<file path="config.mk">
export PLATFORM = sky130hd
export DESIGN_NAME = asc_serial_ctrl
export DESIGN_NICKNAME = d
export VERILOG_FILES = /design/src/verilog/asc_pkg.sv /design/src/verilog/asc_serial_ctrl.sv
export SDC_FILE = /design/constraint.sdc
export NUM_CORES = 1
export LEC_CHECK = 0
export ABC_AREA = 1
export BUFFER_PORTS_ARGS = -buffer_cell sky130_fd_sc_hd__buf_2
export CAP_MARGIN = 20
export CORE_AREA = 2 2 147 149
export DETAILED_ROUTE_END_ITERATION = 12
export DIE_AREA = 0 0 149 151
export PLACE_DENSITY = 0.7
export SYNTH_ARGS = -nofsm -noshare
export SYNTH_HDL_FRONTEND = slang
export SYNTH_SLANG_ARGS = --single-unit
</file>
<file path="constraint.sdc">
create_clock -name sys_clk_i -period 1.9 [get_ports sys_clk_i]
set_clock_uncertainty 0.15 [all_clocks]
set_input_delay 0 -clock sys_clk_i [delete_from_list [all_inputs] [get_ports sys_clk_i]]
set_output_delay 0 -clock sys_clk_i [all_outputs]
set_load 0.1 [all_outputs]
</file>
<file path="src/verilog/asc_pkg.sv">
package asc_pkg;
    // result word width and sampling clock
    localparam int DATA_W = 24;
    localparam int CLK_PERIOD_NS = 50;
    // settling time after a start covers two output periods
    localparam int SETTLE_TIME_US = 120400;
    localparam int SETTLE_PERIODS = 2;
    localparam int SETTLE_CYC = SETTLE_TIME_US * 1000 / CLK_PERIOD_NS;
    localparam int PERIOD_CYC = SETTLE_CYC / SETTLE_PERIODS;
    // consecutive ones on the data input that reset the interface
    localparam logic [5:0] IFRST_ONES = 6'h20;
    // serial register power-on values; id value is arbitrary
    localparam logic [7:0] MODE_RST = 8'h02;
    localparam logic [3:0] STATUS_ID = 4'h5;
    // command byte fields
    localparam int CMD_WEN = 7;
    localparam int CMD_RW = 5;
    localparam int CMD_RS_HI = 4;
    localparam int CMD_RS_LO = 3;
    localparam int CMD_CREAD = 2;
    localparam logic [5:0] CREAD_ENTER = 6'h0f;
    localparam logic [5:0] CREAD_EXIT = 6'h0e;
    // register select codes
    localparam logic [1:0] RS_COMM = 2'h0;
    localparam logic [1:0] RS_MODE = 2'h1;
    localparam logic [1:0] RS_DATA = 2'h3;
    // mode field position and codes
    localparam int MODE_SEL_HI = 7;
    localparam int MODE_SEL_LO = 6;
    localparam logic [1:0] MD_CONT = 2'h0;
    localparam logic [1:0] MD_SINGLE = 2'h2;
    // apb map
    localparam int APB_AW = 12;
    localparam logic [11:0] APB_STATUS = 12'h000;
    localparam logic [11:0] APB_SAMPLE = 12'h004;
    localparam logic [11:0] APB_DATA = 12'h008;

    typedef enum logic [2:0] {
        ST_CMD = 3'b001,
        ST_WR = 3'b010,
        ST_RD = 3'b100
    } asc_fsm_t;

    typedef struct packed {
        logic psel;
        logic penable;
        logic pwrite;
        logic [APB_AW-1:0] paddr;
        logic [31:0] pwdata;
    } asc_apb_req_t;

    typedef struct packed {
        logic [31:0] prdata;
        logic pready;
        logic pslverr;
    } asc_apb_rsp_t;

    typedef struct packed {
        logic [2:0] cs_sy;
        logic [2:0] sck_sy;
        logic [2:0] din_sy;
        logic cs_f;
        logic sck_f;
        logic din_f;
        asc_fsm_t fsm;
        logic [4:0] bitcnt;
        logic [7:0] rx_sr;
        logic [DATA_W-1:0] tx_sr;
        logic dout;
        logic pin;
        logic out_sel;
        logic pre;
        logic rd_active;
        logic rd_data;
        logic [4:0] out_cnt;
        logic [4:0] rd_len;
        logic [7:0] mode;
        logic [1:0] chan;
        logic [DATA_W-1:0] data;
        logic [DATA_W-1:0] sample;
        logic rdy_n;
        logic cread;
        logic [5:0] ones;
        logic [23:0] timer;
        logic [1:0] conv_left;
        logic conv_run;
        logic single;
        logic upd_pend;
        logic [31:0] prdata;
        logic perr;
    } asc_state_t;
endpackage

</file>
<file path="src/verilog/asc_serial_ctrl.sv">
`timescale 1ns/1ps
// Notes on behaviour
// - command byte picks read or write and the target register
// - ready line falls on new result, rises after data register read
// - ready rises one cycle before the data register is updated
// - data register re-readable outside continuous read; once only inside it
// - select tied low still works; status ready bit can be polled
// - select falling edge presents the msb in frame sync use
// - 32 consecutive ones on data input reset the interface
// - interface reset restores command wait and power-on register values
// - results at 16.6 Hz; settling takes two output periods
// - single mode: one two-period conversion, ready low, then shutdown
// - single mode: line stays high after read until next result
// - continuous conversion after power-up; ready low each result
// - command 001111xx enters continuous read; results shift out unprompted
// - continuous read: line high after read until next result
// - continuous read: unread or partly read word is dropped and new result loaded
// - command 001110xx while ready low leaves continuous read
// - select qualifies the device on a shared serial bus
// - mode bits 7:6: 00 continuous, 01 reserved, 10 single, 11 off
// - data register code 11 is read-only; read sets ready high
module asc_serial_ctrl #(
    parameter int unsigned PERIOD_CYC = asc_pkg::PERIOD_CYC
) (
    // clock and reset
    input wire logic sys_clk_i,
    input wire logic nrst_i,
    // register bus
    input wire asc_pkg::asc_apb_req_t apb_req_i,
    output asc_pkg::asc_apb_rsp_t apb_rsp_o,
    // serial link
    input wire logic cs_n_i,
    input wire logic sclk_i,
    input wire logic din_i,
    output logic dout_rdy_o,
    output logic dout_rdy_oe_o
);

    asc_pkg::asc_state_t s_q;
    asc_pkg::asc_state_t s_d;

    function automatic asc_pkg::asc_state_t reset_state();
        asc_pkg::asc_state_t r;
        r = '0;
        r.cs_sy = 3'h7;
        r.sck_sy = 3'h7;
        r.cs_f = 1'b1;
        r.sck_f = 1'b1;
        r.fsm = asc_pkg::ST_CMD;
        r.pin = 1'b1;
        r.mode = asc_pkg::MODE_RST;
        r.rdy_n = 1'b1;
        // continuous conversion from power-up, first result after settling
        r.conv_run = 1'b1;
        r.conv_left = 2'(asc_pkg::SETTLE_PERIODS);
        r.timer = 24'(PERIOD_CYC - 1);
        return r;
    endfunction

    // serial register contents, left justified in the shift word
    function automatic logic [asc_pkg::DATA_W-1:0] reg_word(
        input asc_pkg::asc_state_t s, input logic [1:0] rs);
        logic [7:0] b;
        b = (rs == asc_pkg::RS_MODE) ? s.mode : {s.rdy_n, 3'h0, asc_pkg::STATUS_ID};
        if (rs == asc_pkg::RS_DATA) begin
            return s.data;
        end
        return {b, (asc_pkg::DATA_W - 8)'(0)};
    endfunction

    function automatic logic [4:0] reg_len(input logic [1:0] rs);
        return (rs == asc_pkg::RS_DATA) ? 5'(asc_pkg::DATA_W) : 5'h08;
    endfunction

    always_comb begin
        logic cs_fall;
        logic cs_high;
        logic sck_rise;
        logic sck_fall;
        logic [7:0] cmd;
        logic [1:0] md;
        logic loaded;
        cs_fall = 1'b0;
        cs_high = 1'b0;
        sck_rise = 1'b0;
        sck_fall = 1'b0;
        cmd = '0;
        md = '0;
        loaded = 1'b0;
        s_d = s_q;

        // three-stage sync; a level counts once stages two and three agree
        s_d.cs_sy = {s_q.cs_sy[1:0], cs_n_i};
        s_d.sck_sy = {s_q.sck_sy[1:0], sclk_i};
        s_d.din_sy = {s_q.din_sy[1:0], din_i};
        if (s_q.cs_sy[2] == s_q.cs_sy[1]) begin
            s_d.cs_f = s_q.cs_sy[2];
        end
        if (s_q.sck_sy[2] == s_q.sck_sy[1]) begin
            s_d.sck_f = s_q.sck_sy[2];
        end
        if (s_q.din_sy[2] == s_q.din_sy[1]) begin
            s_d.din_f = s_q.din_sy[2];
        end
        cs_fall = s_q.cs_f && !s_d.cs_f;
        cs_high = s_d.cs_f;
        sck_rise = !s_q.sck_f && s_d.sck_f && !cs_high;
        sck_fall = s_q.sck_f && !s_d.sck_f && !cs_high;

        // conversion timer; reserved and power-down codes stop it
        if (s_q.conv_run) begin
            if (s_q.timer == 24'h00_0000) begin
                s_d.timer = 24'(PERIOD_CYC - 1);
                if (s_q.conv_left > 2'h1) begin
                    s_d.conv_left = s_q.conv_left - 2'h1;
                end else begin
                    // raise ready before the data register changes
                    s_d.rdy_n = 1'b1;
                    s_d.upd_pend = 1'b1;
                    s_d.conv_run = !s_q.single;
                end
            end else begin
                s_d.timer = s_q.timer - 24'h00_0001;
            end
        end
        if (s_q.upd_pend) begin
            s_d.upd_pend = 1'b0;
            // a data read in progress keeps its word; the new one is dropped
            if (!(s_q.fsm == asc_pkg::ST_RD && s_q.rd_data)) begin
                s_d.data = s_q.sample;
                s_d.rdy_n = 1'b0;
                if (s_q.cread) begin
                    loaded = 1'b1;
                    // stale or partly shifted word is discarded
                    s_d.tx_sr = s_q.sample;
                    s_d.rd_active = 1'b1;
                    s_d.rd_data = 1'b1;
                    s_d.rd_len = 5'(asc_pkg::DATA_W);
                    s_d.out_cnt = '0;
                    s_d.out_sel = 1'b0;
                    s_d.pre = 1'b0;
                end
            end
        end

        if (cs_high) begin
            // deselect abandons a partial command or read frame; a continuous-read word stays pending
            s_d.fsm = asc_pkg::ST_CMD;
            s_d.bitcnt = '0;
            s_d.out_sel = 1'b0;
            if (!s_q.cread) begin
                s_d.rd_active = 1'b0;
            end
        end else if (cs_fall && s_d.rd_active && !s_d.out_sel) begin
            // frame sync: msb appears on the select edge
            s_d.dout = s_d.tx_sr[asc_pkg::DATA_W-1];
            s_d.tx_sr = {s_d.tx_sr[asc_pkg::DATA_W-2:0], 1'b0};
            s_d.out_sel = 1'b1;
            s_d.pre = 1'b1;
        end

        if (sck_fall && s_q.rd_active) begin
            // first fall after presenting holds the msb for the next rise
            if (s_q.pre) begin
                s_d.pre = 1'b0;
            end else begin
                s_d.dout = s_d.tx_sr[asc_pkg::DATA_W-1];
                s_d.tx_sr = {s_d.tx_sr[asc_pkg::DATA_W-2:0], 1'b0};
                s_d.out_sel = 1'b1;
            end
        end

        if (sck_rise) begin
            s_d.pre = 1'b0;
            s_d.ones = s_d.din_f ? s_q.ones + 6'h01 : 6'h00;
            // a word loaded this cycle wins over the end of the old one
            if (s_q.rd_active && s_q.out_sel && !loaded) begin
                s_d.out_cnt = s_q.out_cnt + 5'h01;
                if (s_q.out_cnt == s_q.rd_len - 5'h01) begin
                    s_d.rd_active = 1'b0;
                    s_d.out_sel = 1'b0;
                    if (s_q.rd_data) begin
                        s_d.rdy_n = 1'b1;
                    end
                    if (s_q.fsm == asc_pkg::ST_RD) begin
                        s_d.fsm = asc_pkg::ST_CMD;
                    end
                end
            end
            if (s_q.fsm != asc_pkg::ST_RD) begin
                s_d.rx_sr = {s_q.rx_sr[6:0], s_d.din_f};
                s_d.bitcnt = s_q.bitcnt + 5'h01;
            end
            cmd = {s_q.rx_sr[6:0], s_d.din_f};
            md = cmd[asc_pkg::MODE_SEL_HI:asc_pkg::MODE_SEL_LO];
            if (s_q.fsm == asc_pkg::ST_CMD && s_q.bitcnt == 5'h07) begin
                s_d.bitcnt = '0;
                if (s_q.cread) begin
                    // only the exit command is honoured, and only while ready is low
                    if (cmd[7:2] == asc_pkg::CREAD_EXIT && !s_q.rdy_n) begin
                        s_d.cread = 1'b0;
                    end
                end else if (!cmd[asc_pkg::CMD_WEN]) begin
                    s_d.chan = cmd[1:0];
                    if (cmd[7:2] == asc_pkg::CREAD_ENTER) begin
                        s_d.cread = 1'b1;
                    end else if (cmd[asc_pkg::CMD_RW]) begin
                        // read: present the msb now, shift on later falls
                        s_d.fsm = asc_pkg::ST_RD;
                        s_d.tx_sr = reg_word(s_q, cmd[asc_pkg::CMD_RS_HI:asc_pkg::CMD_RS_LO]);
                        s_d.rd_len = reg_len(cmd[asc_pkg::CMD_RS_HI:asc_pkg::CMD_RS_LO]);
                        s_d.rd_data = cmd[asc_pkg::CMD_RS_HI:asc_pkg::CMD_RS_LO]
                            == asc_pkg::RS_DATA;
                        s_d.rd_active = 1'b1;
                        s_d.out_cnt = '0;
                        s_d.dout = s_d.tx_sr[asc_pkg::DATA_W-1];
                        s_d.tx_sr = {s_d.tx_sr[asc_pkg::DATA_W-2:0], 1'b0};
                        s_d.out_sel = 1'b1;
                        s_d.pre = 1'b1;
                    end else if (cmd[asc_pkg::CMD_RS_HI:asc_pkg::CMD_RS_LO]
                        == asc_pkg::RS_MODE) begin
                        s_d.fsm = asc_pkg::ST_WR;
                    end
                end
            end else if (s_q.fsm == asc_pkg::ST_WR && s_q.bitcnt == 5'h07) begin
                s_d.bitcnt = '0;
                s_d.fsm = asc_pkg::ST_CMD;
                s_d.mode = cmd;
                // a mode write selecting continuous or single restarts conversion with full settling
                s_d.conv_run = (md == asc_pkg::MD_CONT) || (md == asc_pkg::MD_SINGLE);
                s_d.single = md == asc_pkg::MD_SINGLE;
                s_d.conv_left = 2'(asc_pkg::SETTLE_PERIODS);
                s_d.timer = 24'(PERIOD_CYC - 1);
                s_d.upd_pend = 1'b0;
            end
        end

        // apb slave: zero wait, read data latched in the setup cycle
        if (apb_req_i.psel && !apb_req_i.penable) begin
            s_d.perr = 1'b0;
            case (apb_req_i.paddr)
                asc_pkg::APB_STATUS: begin
                    s_d.prdata = {16'h0000, 3'h0, s_q.cread,
                        s_q.mode[asc_pkg::MODE_SEL_HI:asc_pkg::MODE_SEL_LO],
                        s_q.rdy_n, s_q.conv_run, 5'h00, s_q.fsm};
                end
                asc_pkg::APB_SAMPLE: begin
                    s_d.prdata = 32'(s_q.sample);
                end
                asc_pkg::APB_DATA: begin
                    s_d.prdata = 32'(s_q.data);
                end
                default: begin
                    s_d.prdata = '0;
                    s_d.perr = 1'b1;
                end
            endcase
        end
        if (apb_req_i.psel && apb_req_i.penable && apb_req_i.pwrite
            && apb_req_i.paddr == asc_pkg::APB_SAMPLE) begin
            s_d.sample = apb_req_i.pwdata[asc_pkg::DATA_W-1:0];
        end

        // interface reset keeps sync stages, front-end sample and bus state
        if (s_d.ones == asc_pkg::IFRST_ONES) begin
            s_d = reset_state();
            s_d.cs_sy = {s_q.cs_sy[1:0], cs_n_i};
            s_d.sck_sy = {s_q.sck_sy[1:0], sclk_i};
            s_d.din_sy = {s_q.din_sy[1:0], din_i};
            s_d.cs_f = cs_high;
            s_d.sck_f = s_q.sck_sy[2];
            s_d.din_f = 1'b1;
            s_d.sample = s_q.sample;
            s_d.prdata = s_q.prdata;
            s_d.perr = s_q.perr;
        end

        // pin shows the shift bit while a word is out, else ready
        s_d.pin = s_d.out_sel ? s_d.dout : s_d.rdy_n;
    end

    always_ff @(posedge sys_clk_i or negedge nrst_i) begin
        if (!nrst_i) begin
            s_q <= reset_state();
        end else begin
            s_q <= s_d;
        end
    end

    assign dout_rdy_o = s_q.pin;
    // released while deselected so the line can be shared
    assign dout_rdy_oe_o = !s_q.cs_f;
    assign apb_rsp_o.prdata = s_q.prdata;
    assign apb_rsp_o.pready = 1'b1;
    assign apb_rsp_o.pslverr = apb_req_i.psel && apb_req_i.penable && s_q.perr;

endmodule

</file>
Yosys cells after proc, flatten, opt, wreduce, memory -nomap -nowiden:

Index checks and enable logic that the tools add are counted.

* input port bits: 52
* output and inout port bits: 36
* word-level logic and storage cells: 206
* register bits after elaboration: 193

* add/sub/neg operators: 6
* eq/ne operators: 19
* bitwise logic cells: 1
* order comparisons: 1
* reduce and logical (&&, ||, !) cells: 44
* multiplexer cells: 104

Operators by type and width (number)
* 2-to-1 mux 24 bit: 10
* 2-to-1 mux 25 bit: 9
* 2-to-1 mux 186 bit: 1
* 2-to-1 mux 14 bit: 8
* case mux 24 bit (3 select lines): 1
* 2-to-1 mux 29 bit: 2
* 2-to-1 mux 8 bit: 6
* 2-to-1 mux 1 bit: 43
* 2-to-1 mux 41 bit: 1
* 2-to-1 mux 37 bit: 1
* 2-to-1 mux 33 bit: 1
* 2-to-1 mux 27 bit: 1
* 2-to-1 mux 3 bit: 9
* zero test 24 bit: 1
* subtractor 24 x 1 -> 24 bit (second input constant): 1
* logical AND 1 bit: 19
* 2-to-1 mux 2 bit: 7
* 2-to-1 mux 13 bit: 1
* == test 12 x 3 -> 1 bit (second input constant): 1
* == test 12 x 4 -> 1 bit (second input constant): 1
* == test 6 x 4 -> 1 bit (second input constant): 2
* zero test 12 bit: 1
* adder 5 x 1 -> 5 bit (second input constant): 2
* 2-to-1 mux 5 bit: 2
* 24 further kinds: 44

Depth between registers and ports, before layout:

Gate-level depths: netlist (run 1).

* word-level depth: 21
* depth in mapped cells: 16
* gate-level depth less buffers: 13

Least setup slack after synthesis (run 1):

Ideal clock, no wire load.

* kind: reg2reg
* start point: register s_q[186] in the netlist's numbering
* end point: register s_q (netlist bit apb_rsp_o[10])
* period minus slack after synthesis: 2.337 ns
* path slack: -0.437 ns
* stages on the path, launching flop included: 14
* setup time: 0.118 ns
* arrival time: 2.069 ns
* required time: 1.632 ns
* buffers on the path: 3
* cell sequence: dfstp_2 inv_2 nand2_2 nand2_2 nand2_2 buf_6 nand2_1 nand2_2 nor2_2 nand4_4 buf_6 buf_6 a21oi_2 nor2_1

* cells in the longest elaborated chain, start to end: 7

Ends and longest elaborated chain
* start, declared: RTL line asc_serial_ctrl.sv:39 `asc_pkg::asc_state_t s_q;`
* start signal, assigned: RTL line asc_serial_ctrl.sv:284 `s_q <= reset_state();`
* 2-to-1 mux 1 bit: RTL line asc_serial_ctrl.sv:96 `if (s_q.cs_sy[2] == s_q.cs_sy[1]) begin`
* zero test 1 bit: RTL line asc_serial_ctrl.sv:107 `sck_rise = !s_q.sck_f && s_d.sck_f && !cs_high;`
* logical AND 1 bit: RTL line asc_serial_ctrl.sv:107
* 2-to-1 mux 37 bit: RTL line asc_serial_ctrl.sv:173 `if (sck_rise) begin`
* == test 6 bit: RTL line asc_serial_ctrl.sv:265 `if (s_d.ones == asc_pkg::IFRST_ONES) begin`
* NOT 1 bit (no line)
* AND reduction 2 bit (no line)

No other way between the ends. The select of a mux whose other input is x is not followed.
A chain may end at the register's enable or synchronous reset.

==> impl_results.md, run 1 <==
- Result of the run: finished, violations left
- Violations in the final reports: setup timing
- Routing layer with the top usage in global route: met2
- Clock latency of the later-clocked register in the worst-skew pair: around 0.44 ns
- Hold path startpoint: sclk_i
- Met2 demand-to-capacity share in global routing: 0.454
- Number of enable flip-flop cells after synthesis: 0
- Die area: 22500 sq um
- Number of cells on the worst reg-to-reg path: 11
- Mean number of vias per cell: between 5 and 6
- Final setup TNS: -42.66 ns
- Class of the tightest hold or removal check: in -> reg
- Detailed placer's ending HPWL: 19500 um
- XOR/XNOR share of the synthesized area: 0.0196
- Clk Tree Root Cell: sky130_fd_sc_hd__clkbuf_16
- Cell area after synthesis: approximately 10000 sq um
- Worst path required time: ~2.1 ns
- Number of distinct standard cells referenced by the synthesized netlist: 47
- Crit Path Max Fanout: 7
- Internal Dissipation: 0.00675 W
- # H-tree levels: 4
- Share of the synthesized area in compound gates (AO/OA/AOI/OAI): 0.110
- Crit path setup slack, layout: -0.383 ns
- Clock period minus final worst setup slack: 2.28 ns
- Share of synthesized cell area in and, or, nand and nor gates: 0.291
- Grt ovf: 0
- Syn_area_per_cell: roughly 7.7 sq um
- GP Congestion: approximately 0.9
- Worst hold path depth: 2
- GR Layer Usage met1: 0.341
- Top-Level Pins: 88
- Final Routed Wirelength: a little over 30000 um
- Max IR drop VDD: between 0.0005 and 0.0006 V
- Instance count of the mapped netlist: 1312
- DRC violation count after routing: 0
- Worst reg2reg startpoint: s_q[186]
- CTS tree: yes
- Total iterations of the first detailed-routing run: 6
- Portion of total power attributed to the clock network: 0.411
- First-pass GRT wire length: about 48000 um
- Period utilization: 1.20
- Total design power: 0.00945 W
- Vias: roughly 10000
- Most frequent standard cell in the layout excluding fill and tap cells: sky130_fd_sc_hd__nand2_1
- Floorplan die width: 149 um
- Multiplexer area fraction after synthesis: 0
- Proportion of layout cells with a drive suffix above 1: 0.312
- Arr. time, crit path: approximately 2.5 ns
- Core ar.: 20800 sq um
- Number of port buffers: 70
- Leakage: roughly 6.6 nW
- Max-capacitance violation count: 0
- Worst Setup End Kind: register
- Portion of the post-synthesis area used by sequential elements: 0.461
- Switching share of total power: 0.285
- Pwr per Cell Area: 687 nW/um^2
- Post-synth ARST share: 1.00
- Clock edge transition at the registers on the reported setup and hold paths: about 0.07 ns
- Number of hold violations in the final report: 0
- Startpoint Class: register
- Most frequent cells in the layout: 280 x sky130_fd_sc_hd__nand2_1, 158 x sky130_fd_sc_hd__dfrtp_1, 129 x sky130_fd_sc_hd__buf_4
- Number of antenna violations at the first check in global routing: 0
- Starting Density: 0.486
- Inst Count DP: between 1500 and 2000
- Number of buffers inserted during clock tree synthesis: 17
- Number of global-route vias before repair: about 9700
- Combinational family with the most area after synthesis: simple AND/OR/NAND/NOR gates
- First-iteration detailed-routing DRC count: between 800 and 900
- Net switching power of the design: 0.00269 W
- DRT antenna net count: 0
- GRT Overall Usage: 0.269
- WL/cell: 17.1 um
- CTS max path bufs: 2
- Fin cells: roughly 1800
- Final core occ: 0.661
- Number of max-slew violations in the final report: 0
- Maximum clock frequency: between 0.4 and 0.5 GHz
- Number of register bits inferred by synthesis: around 190
- Most frequently used flop master after synthesis: sky130_fd_sc_hd__dfrtp_1
- Number of setup violations in the final report: 170
- Comb pwr share: 0.145
- Num rows: 53
- TritonCTS Sinks: 185
- Reg power frac: 0.444
- Type of the setup path with the least slack: reg -> reg
- Yosys synthesis warning count: 0
- Relative area change from synthesis to final layout: 36.1%
- Setup repair after global routing missed its margin: yes
- Antenna Diode Count: 0
- Largest net degree at the start of global routing: 53
- Number of nets in the layout: 1591
- GR Util met3: 0.0482
- Floorplan die height: roughly 150 um
- Critical path startpoint: s_q[186]
- Adder and majority gate portion of the synthesized area: 0.00866
-- critical path, stage by stage (launching register included) --
cell                      delay [ns]
sky130_fd_sc_hd__dfstp_2        0.57
sky130_fd_sc_hd__buf_12         0.11
sky130_fd_sc_hd__inv_8          0.03
sky130_fd_sc_hd__nor2_2         0.14
sky130_fd_sc_hd__buf_6          0.13
sky130_fd_sc_hd__nand3_4        0.15
sky130_fd_sc_hd__buf_12         0.19
sky130_fd_sc_hd__or2_2          0.26
sky130_fd_sc_hd__o21ai_1        0.11
sky130_fd_sc_hd__nand2_1        0.11
sky130_fd_sc_hd__nand3_1        0.12
sky130_fd_sc_hd__nor2_1         0.07
-- state kept, by name, indices dropped and copies added (netlist names) --
signal,count
s_q,160
apb_rsp_o,24
dout_rdy_o,1
-- synthesized netlist by cell type, types with 2 or more instances --
cell                       number  area share
sky130_fd_sc_hd__nand2_1      317        0.12
sky130_fd_sc_hd__dfrtp_1      158        0.39
sky130_fd_sc_hd__nor2_1       146       0.054
sky130_fd_sc_hd__nand3_1      136       0.067
sky130_fd_sc_hd__inv_1        130       0.048
sky130_fd_sc_hd__o21ai_0       70       0.035
sky130_fd_sc_hd__a21oi_1       43       0.021
sky130_fd_sc_hd__buf_4         43       0.032
sky130_fd_sc_hd__nor3_1        30       0.015
sky130_fd_sc_hd__dfstp_2       27       0.070
sky130_fd_sc_hd__buf_2         20      0.0099
sky130_fd_sc_hd__a21oi_2       19       0.016
sky130_fd_sc_hd__o22ai_1       18       0.011
sky130_fd_sc_hd__clkbuf_1      16      0.0059
sky130_fd_sc_hd__or2_2         14      0.0087
sky130_fd_sc_hd__nand4_1       13      0.0080
sky130_fd_sc_hd__xor2_1        11      0.0095
sky130_fd_sc_hd__o21ai_1       10      0.0050
sky130_fd_sc_hd__xnor2_1        9      0.0078
sky130_fd_sc_hd__buf_6          8      0.0089
sky130_fd_sc_hd__o221ai_1       8      0.0069
sky130_fd_sc_hd__ha_1           7      0.0087
sky130_fd_sc_hd__nand2_2        7      0.0043
sky130_fd_sc_hd__nor2_2         7      0.0043
sky130_fd_sc_hd__a221oi_1       4      0.0035
sky130_fd_sc_hd__nor4_1         4      0.0025
sky130_fd_sc_hd__o211ai_1       4      0.0030
sky130_fd_sc_hd__or2_1          4      0.0025
sky130_fd_sc_hd__clkinv_1       3      0.0011
sky130_fd_sc_hd__inv_2          3      0.0011
sky130_fd_sc_hd__o21a_1         3      0.0022
sky130_fd_sc_hd__and3_1         2      0.0012
sky130_fd_sc_hd__buf_1          2     0.00074
sky130_fd_sc_hd__conb_1         2     0.00074
sky130_fd_sc_hd__nand3_2        2      0.0020
-- per-layer routing --
metal / up-vias / part of all wire
li1: 4663 / -
met1: 4812 / 0.40
met2: 472 / 0.49
met3: 114 / 0.069
met4: 0 / 0.037
met5: - / 0
-- final cells by class --
class | count | area [sq um]
clock buffer | 20 | 447
clock inverter | 12 | 189
fill | 1577 | 7060
inverter | 137 | 541
multi-input combinational | 908 | 5060
sequential | 185 | 4660
tap | 275 | 344
timing repair buffer | 283 | 2510
-- power groups by stage --
stage	registers (W)	logic, W	clock network, W
after CTS	0.00419	0.00131	0.00391
after global placement	0.00425	0.00117	0
after detailed placement	0.00426	0.00119	0
after global routing	0.00421	0.00146	0.00407
after floorplan	0.00425	0.000865	0
final	0.00420	0.00137	0.00388
-- through the flow --
stage	area, sq um	hold slack, ns	setup WS (ns)
5_1_grt	13800	0.0510	-0.431
3_5_place_dp	11800	-0.164	-0.363
6_report	13800	0.0539	-0.383
4_1_cts	13300	0.0139	-0.263
2_1_floorplan	10200	-0.446	-0.146
3_3_place_gp	11800	-0.166	-0.316
-- repair_timing --
action / 4_1_cts / 5_1_grt
buffers inserted: 8 / 6
endpoints found under the setup margin: 170 / 170
gates cloned: 5 / 4
gates resized for setup: 100 / 92
hold buffers: 39 / 0
hold endpoints to repair: 198 / 0
pin swaps: 24 / 27
-- kinds of logic (layout without fill, tap and decap cells) --
family / Yosys count / count (layout)
XOR/XNOR: 21 / 21
other: 2 / 9
AND/OR/NAND/NOR: 685 / 685
AO/OA/AOI/OAI: 186 / 186
flip-flops: 185 / 185
adder cells (fa/ha/maj): 7 / 7
buffers and inverters: 226 / 452
-- worst paths after layout --
check                      endpoint  slack, ns
setup / recovery           s_q[151]      -0.38
hold / removal             s_q[190]       0.05
setup reg to reg           s_q[151]      -0.38
hold reg to reg            s_q[194]       0.20
max in group asynchronous   s_q[39]       0.45
min in group asynchronous  s_q[134]       0.47
(Power assumes the default switching activity.)
==> inputs of run 2 (changes only) <==
- PLACE_DENSITY: 0.7 -> 0.67
- clock period: 1.9 -> 2.15 ns (I/O delays scaled with it)
==> impl_results.md, run 2 (synthesis results as in run 1) <==
- Result of the run: finished, violations left
- Violations in the final reports: setup timing
- Register name with the most flops: s_q
- Crit-path cells: nand2_2 > nand2_4 > nand2_4 > nand2_8 > nand2_1 > nand2_2 > nand4_4 > buf_12 > buf_12 > buf_12 > a21oi_2 > nor2_1
- Maximum clock frequency: 0.446 GHz (+1.9%)
- Vias: 9394 (-6.6%)
- Crit Path Max Fanout: 9 (+2)
- Number of antenna violations at the first check in global routing: 0 (unchanged)
- Number of hold violations in the final report: 0 (unchanged)
- Total iterations of the first detailed-routing run: 5 (-1)
- Inst Count DP: 1668 (-3.6%)
- Max-capacitance violation count: 0 (unchanged)
- Type of the setup path with the least slack: reg -> reg
- Top-Level Pins: 88 (unchanged)
- Mean number of vias per cell: 5.36 (-3.0%)
- Fin cells: 1752 (-3.7%)
- Critical path startpoint: s_q[186]
- TritonCTS Sinks: 185 (unchanged)
- Number of port buffers: 70 (unchanged)
- Number of global-route vias before repair: 9056 (-7.0%)
- Grt ovf: 0 (unchanged)
- CP max stage delay: 0.59 ns (+0.02 ns)
- Cell family with most CP delay: simple AND/OR/NAND/NOR gates
- Period utilization: 1.04 (-0.159)
- Max IR drop VDD: 0.000546 V (-2.9%)
- DRC violation count after routing: 0 (unchanged)
- CTS tree: yes
- Hold Slack: 0.0340 ns (-0.0199 ns)
- Number of cells on the worst reg-to-reg path: 12 (+1)
- Number of buffers inserted during clock tree synthesis: 17 (unchanged)
- End point of the critical path: apb_rsp_o[21]
- Reg2reg end: apb_rsp_o[21]
- Clock edge transition at the registers on the reported setup and hold paths: 0.08 ns (about the same)
- GRT Overall Usage: 0.252 (-0.0170)
- Most frequent cells in the layout: 298 x sky130_fd_sc_hd__nand2_1, 158 x sky130_fd_sc_hd__dfrtp_1, 129 x sky130_fd_sc_hd__nor2_1, 129 x sky130_fd_sc_hd__nand3_1, 127 x sky130_fd_sc_hd__inv_1
- Reg2reg setup slack: -0.09 ns (+0.29 ns)
- Num rows: 53 (unchanged)
- Starting Density: 0.486 (unchanged)
- Floorplan die height: 151 um (unchanged)
- Number of setup violations in the final report: 74 (-56%)
- Relative area change from synthesis to final layout: 26.2%
- Proportion of layout cells with a drive suffix above 1: 0.248 (-0.0642)
- Largest net degree at the start of global routing: 54 (+1.9%)
- Worst path bufs/invs: 3 (-1)
- Clk Tree Root Cell: sky130_fd_sc_hd__clkbuf_16
- DRT antenna net count: 0 (unchanged)
- Core ar.: 20800 sq um (unchanged)
- Number of nets in the layout: 1523 (-4.3%)
- GP Congestion: 0.890 (+0.13%)
- Detailed placer's ending HPWL: 18700 um (-4.1%)
- Number of inserted filler cells in the final layout: 1827 (+16%)
- Flip-flop count of the largest register after layout: 160 (unchanged)
- Die area: 22500 sq um (unchanged)
- Worst Setup End Kind: register
- Most frequent standard cell in the layout excluding fill and tap cells: sky130_fd_sc_hd__nand2_1
- Arr. time, crit path: 2.43 ns (-0.03 ns)
- Number of max-slew violations in the final report: 0 (unchanged)
- Floorplan die width: 149 um (unchanged)
- Startpoint Class: register
- Leakage: 6.19 nW (-6.3%)
- Class of the tightest hold or removal check: in -> reg
- Crit path setup slack, layout: -0.0906 ns (+0.292 ns)
- # H-tree levels: 4 (unchanged)
- Most repeated library cell on the critical path: sky130_fd_sc_hd__buf_12
- Clock period minus final worst setup slack: 2.24 ns (-0.0421 ns)
- Antenna Diode Count: 0 (unchanged)
- First-pass GRT wire length: 44800 um (-6.1%)
- First-iteration detailed-routing DRC count: 739 (-11%)
- Crit. path cell count: 12 (+1)
- WL/cell: 16.2 um (-5.2%)
- Pwr per Cell Area: 622 nW/um^2 (-9.4%)
- Setup repair after global routing missed its margin: yes
- Worst path required time: 2.34 ns (+0.26 ns)
- Total design power: 0.00793 W (-16%)
- Slowest cell on the critical path: sky130_fd_sc_hd__dfstp_2
- CTS max path bufs: 2 (unchanged)
- Worst reg2reg startpoint: s_q[186]
- Final Routed Wirelength: 28300 um (-8.8%)
- Clock latency of the later-clocked register in the worst-skew pair: 0.45 ns (about the same)
[run 2: cell count changes in the layout (fill, tap and decap cells not counted), sizes merged]
| cell | change |
|---|---|
| inv | +7 |
| bufinv | -4 |
| buf | -65 |
| clkinvlp | -2 |
| clkbuf | -4 |
| dlygate4sd3 | -2 |
| clkinv | +2 |
[run 2: timing repair]
item	4_1_cts	5_1_grt
gates cloned	1	3
hold buffers	37	1
setup buffers	2	9
pin swaps	0	11
gates resized for setup	19	103
hold endpoints to repair	196	1
setup endpoints to repair	94	156
[run 2: layout make-up]
cell class                 instances  area [sq um]  share of cell area
multi-input combinational        908          4730               0.371
clock inverter                    15           149              0.0117
tap                              275           344              0.0270
timing repair buffer             215          1910               0.150
inverter                         137           528              0.0414
sequential                       185          4660               0.366
clock buffer                      17           425              0.0334
[run 2: worst min path at each step]
| stage | start | to | slack [ns] | cells after the start |
|---|---|---|---|---|
| after global routing | nrst_i | s_q[38] | 0.05 | 2 |
| after detailed placement | nrst_i | s_q[146] | -0.15 | 1 |
| after global placement | nrst_i | s_q[146] | -0.15 | 1 |
| after CTS | apb_req_i[44] | s_q[89] | 0.01 | 7 |
| after floorplan | nrst_i | apb_rsp_o[10] | -0.45 | 0 |
| final | apb_req_i[44] | s_q[85] | 0.03 | 6 |
[run 2: metal layers]
| layer | vias up | GRT usage | part of all wire |
|---|---|---|---|
| li1 | 4517 | - | - |
| met1 | 4476 | 0.317 | 0.41 |
| met2 | 328 | 0.437 | 0.50 |
| met3 | 73 | 0.0458 | 0.063 |
| met4 | 0 | 0.0876 | 0.031 |
| met5 | - | 0 | 0 |
[run 2: report_power, final]
part | leakage (nW) | internal, W | switching, W
Combinational | 3.48 | 0.000304 | 0.000796
Clock | 0.283 | 0.00155 | 0.00156
Sequential | 2.43 | 0.00361 | 0.000117
[run 2: per-stage QoR]
stage / area (sq um) / worst slack (ns) / setup TNS, ns / util
final: 12800 / -0.0906 / -2.26 / 0.613
after global routing: 12800 / -0.166 / -11.44 / 0.613
after CTS: 12300 / -0.0460 / -0.602 / 0.589
after detailed placement: 11200 / -0.134 / -2.59 / 0.537
after global placement: 11200 / -0.0768 / -0.724 / 0.537
after floorplan: 10100 / 0.0188 / 0 / -
[run 2: worst min-delay path, stage by stage]
cell and delay [ns]:
sky130_fd_sc_hd__buf_2 0.10, sky130_fd_sc_hd__nand3_1 0.09, sky130_fd_sc_hd__nor2_2 0.09, sky130_fd_sc_hd__buf_4 0.20, sky130_fd_sc_hd__nand3_2 0.08, sky130_fd_sc_hd__nand2_1 0.04
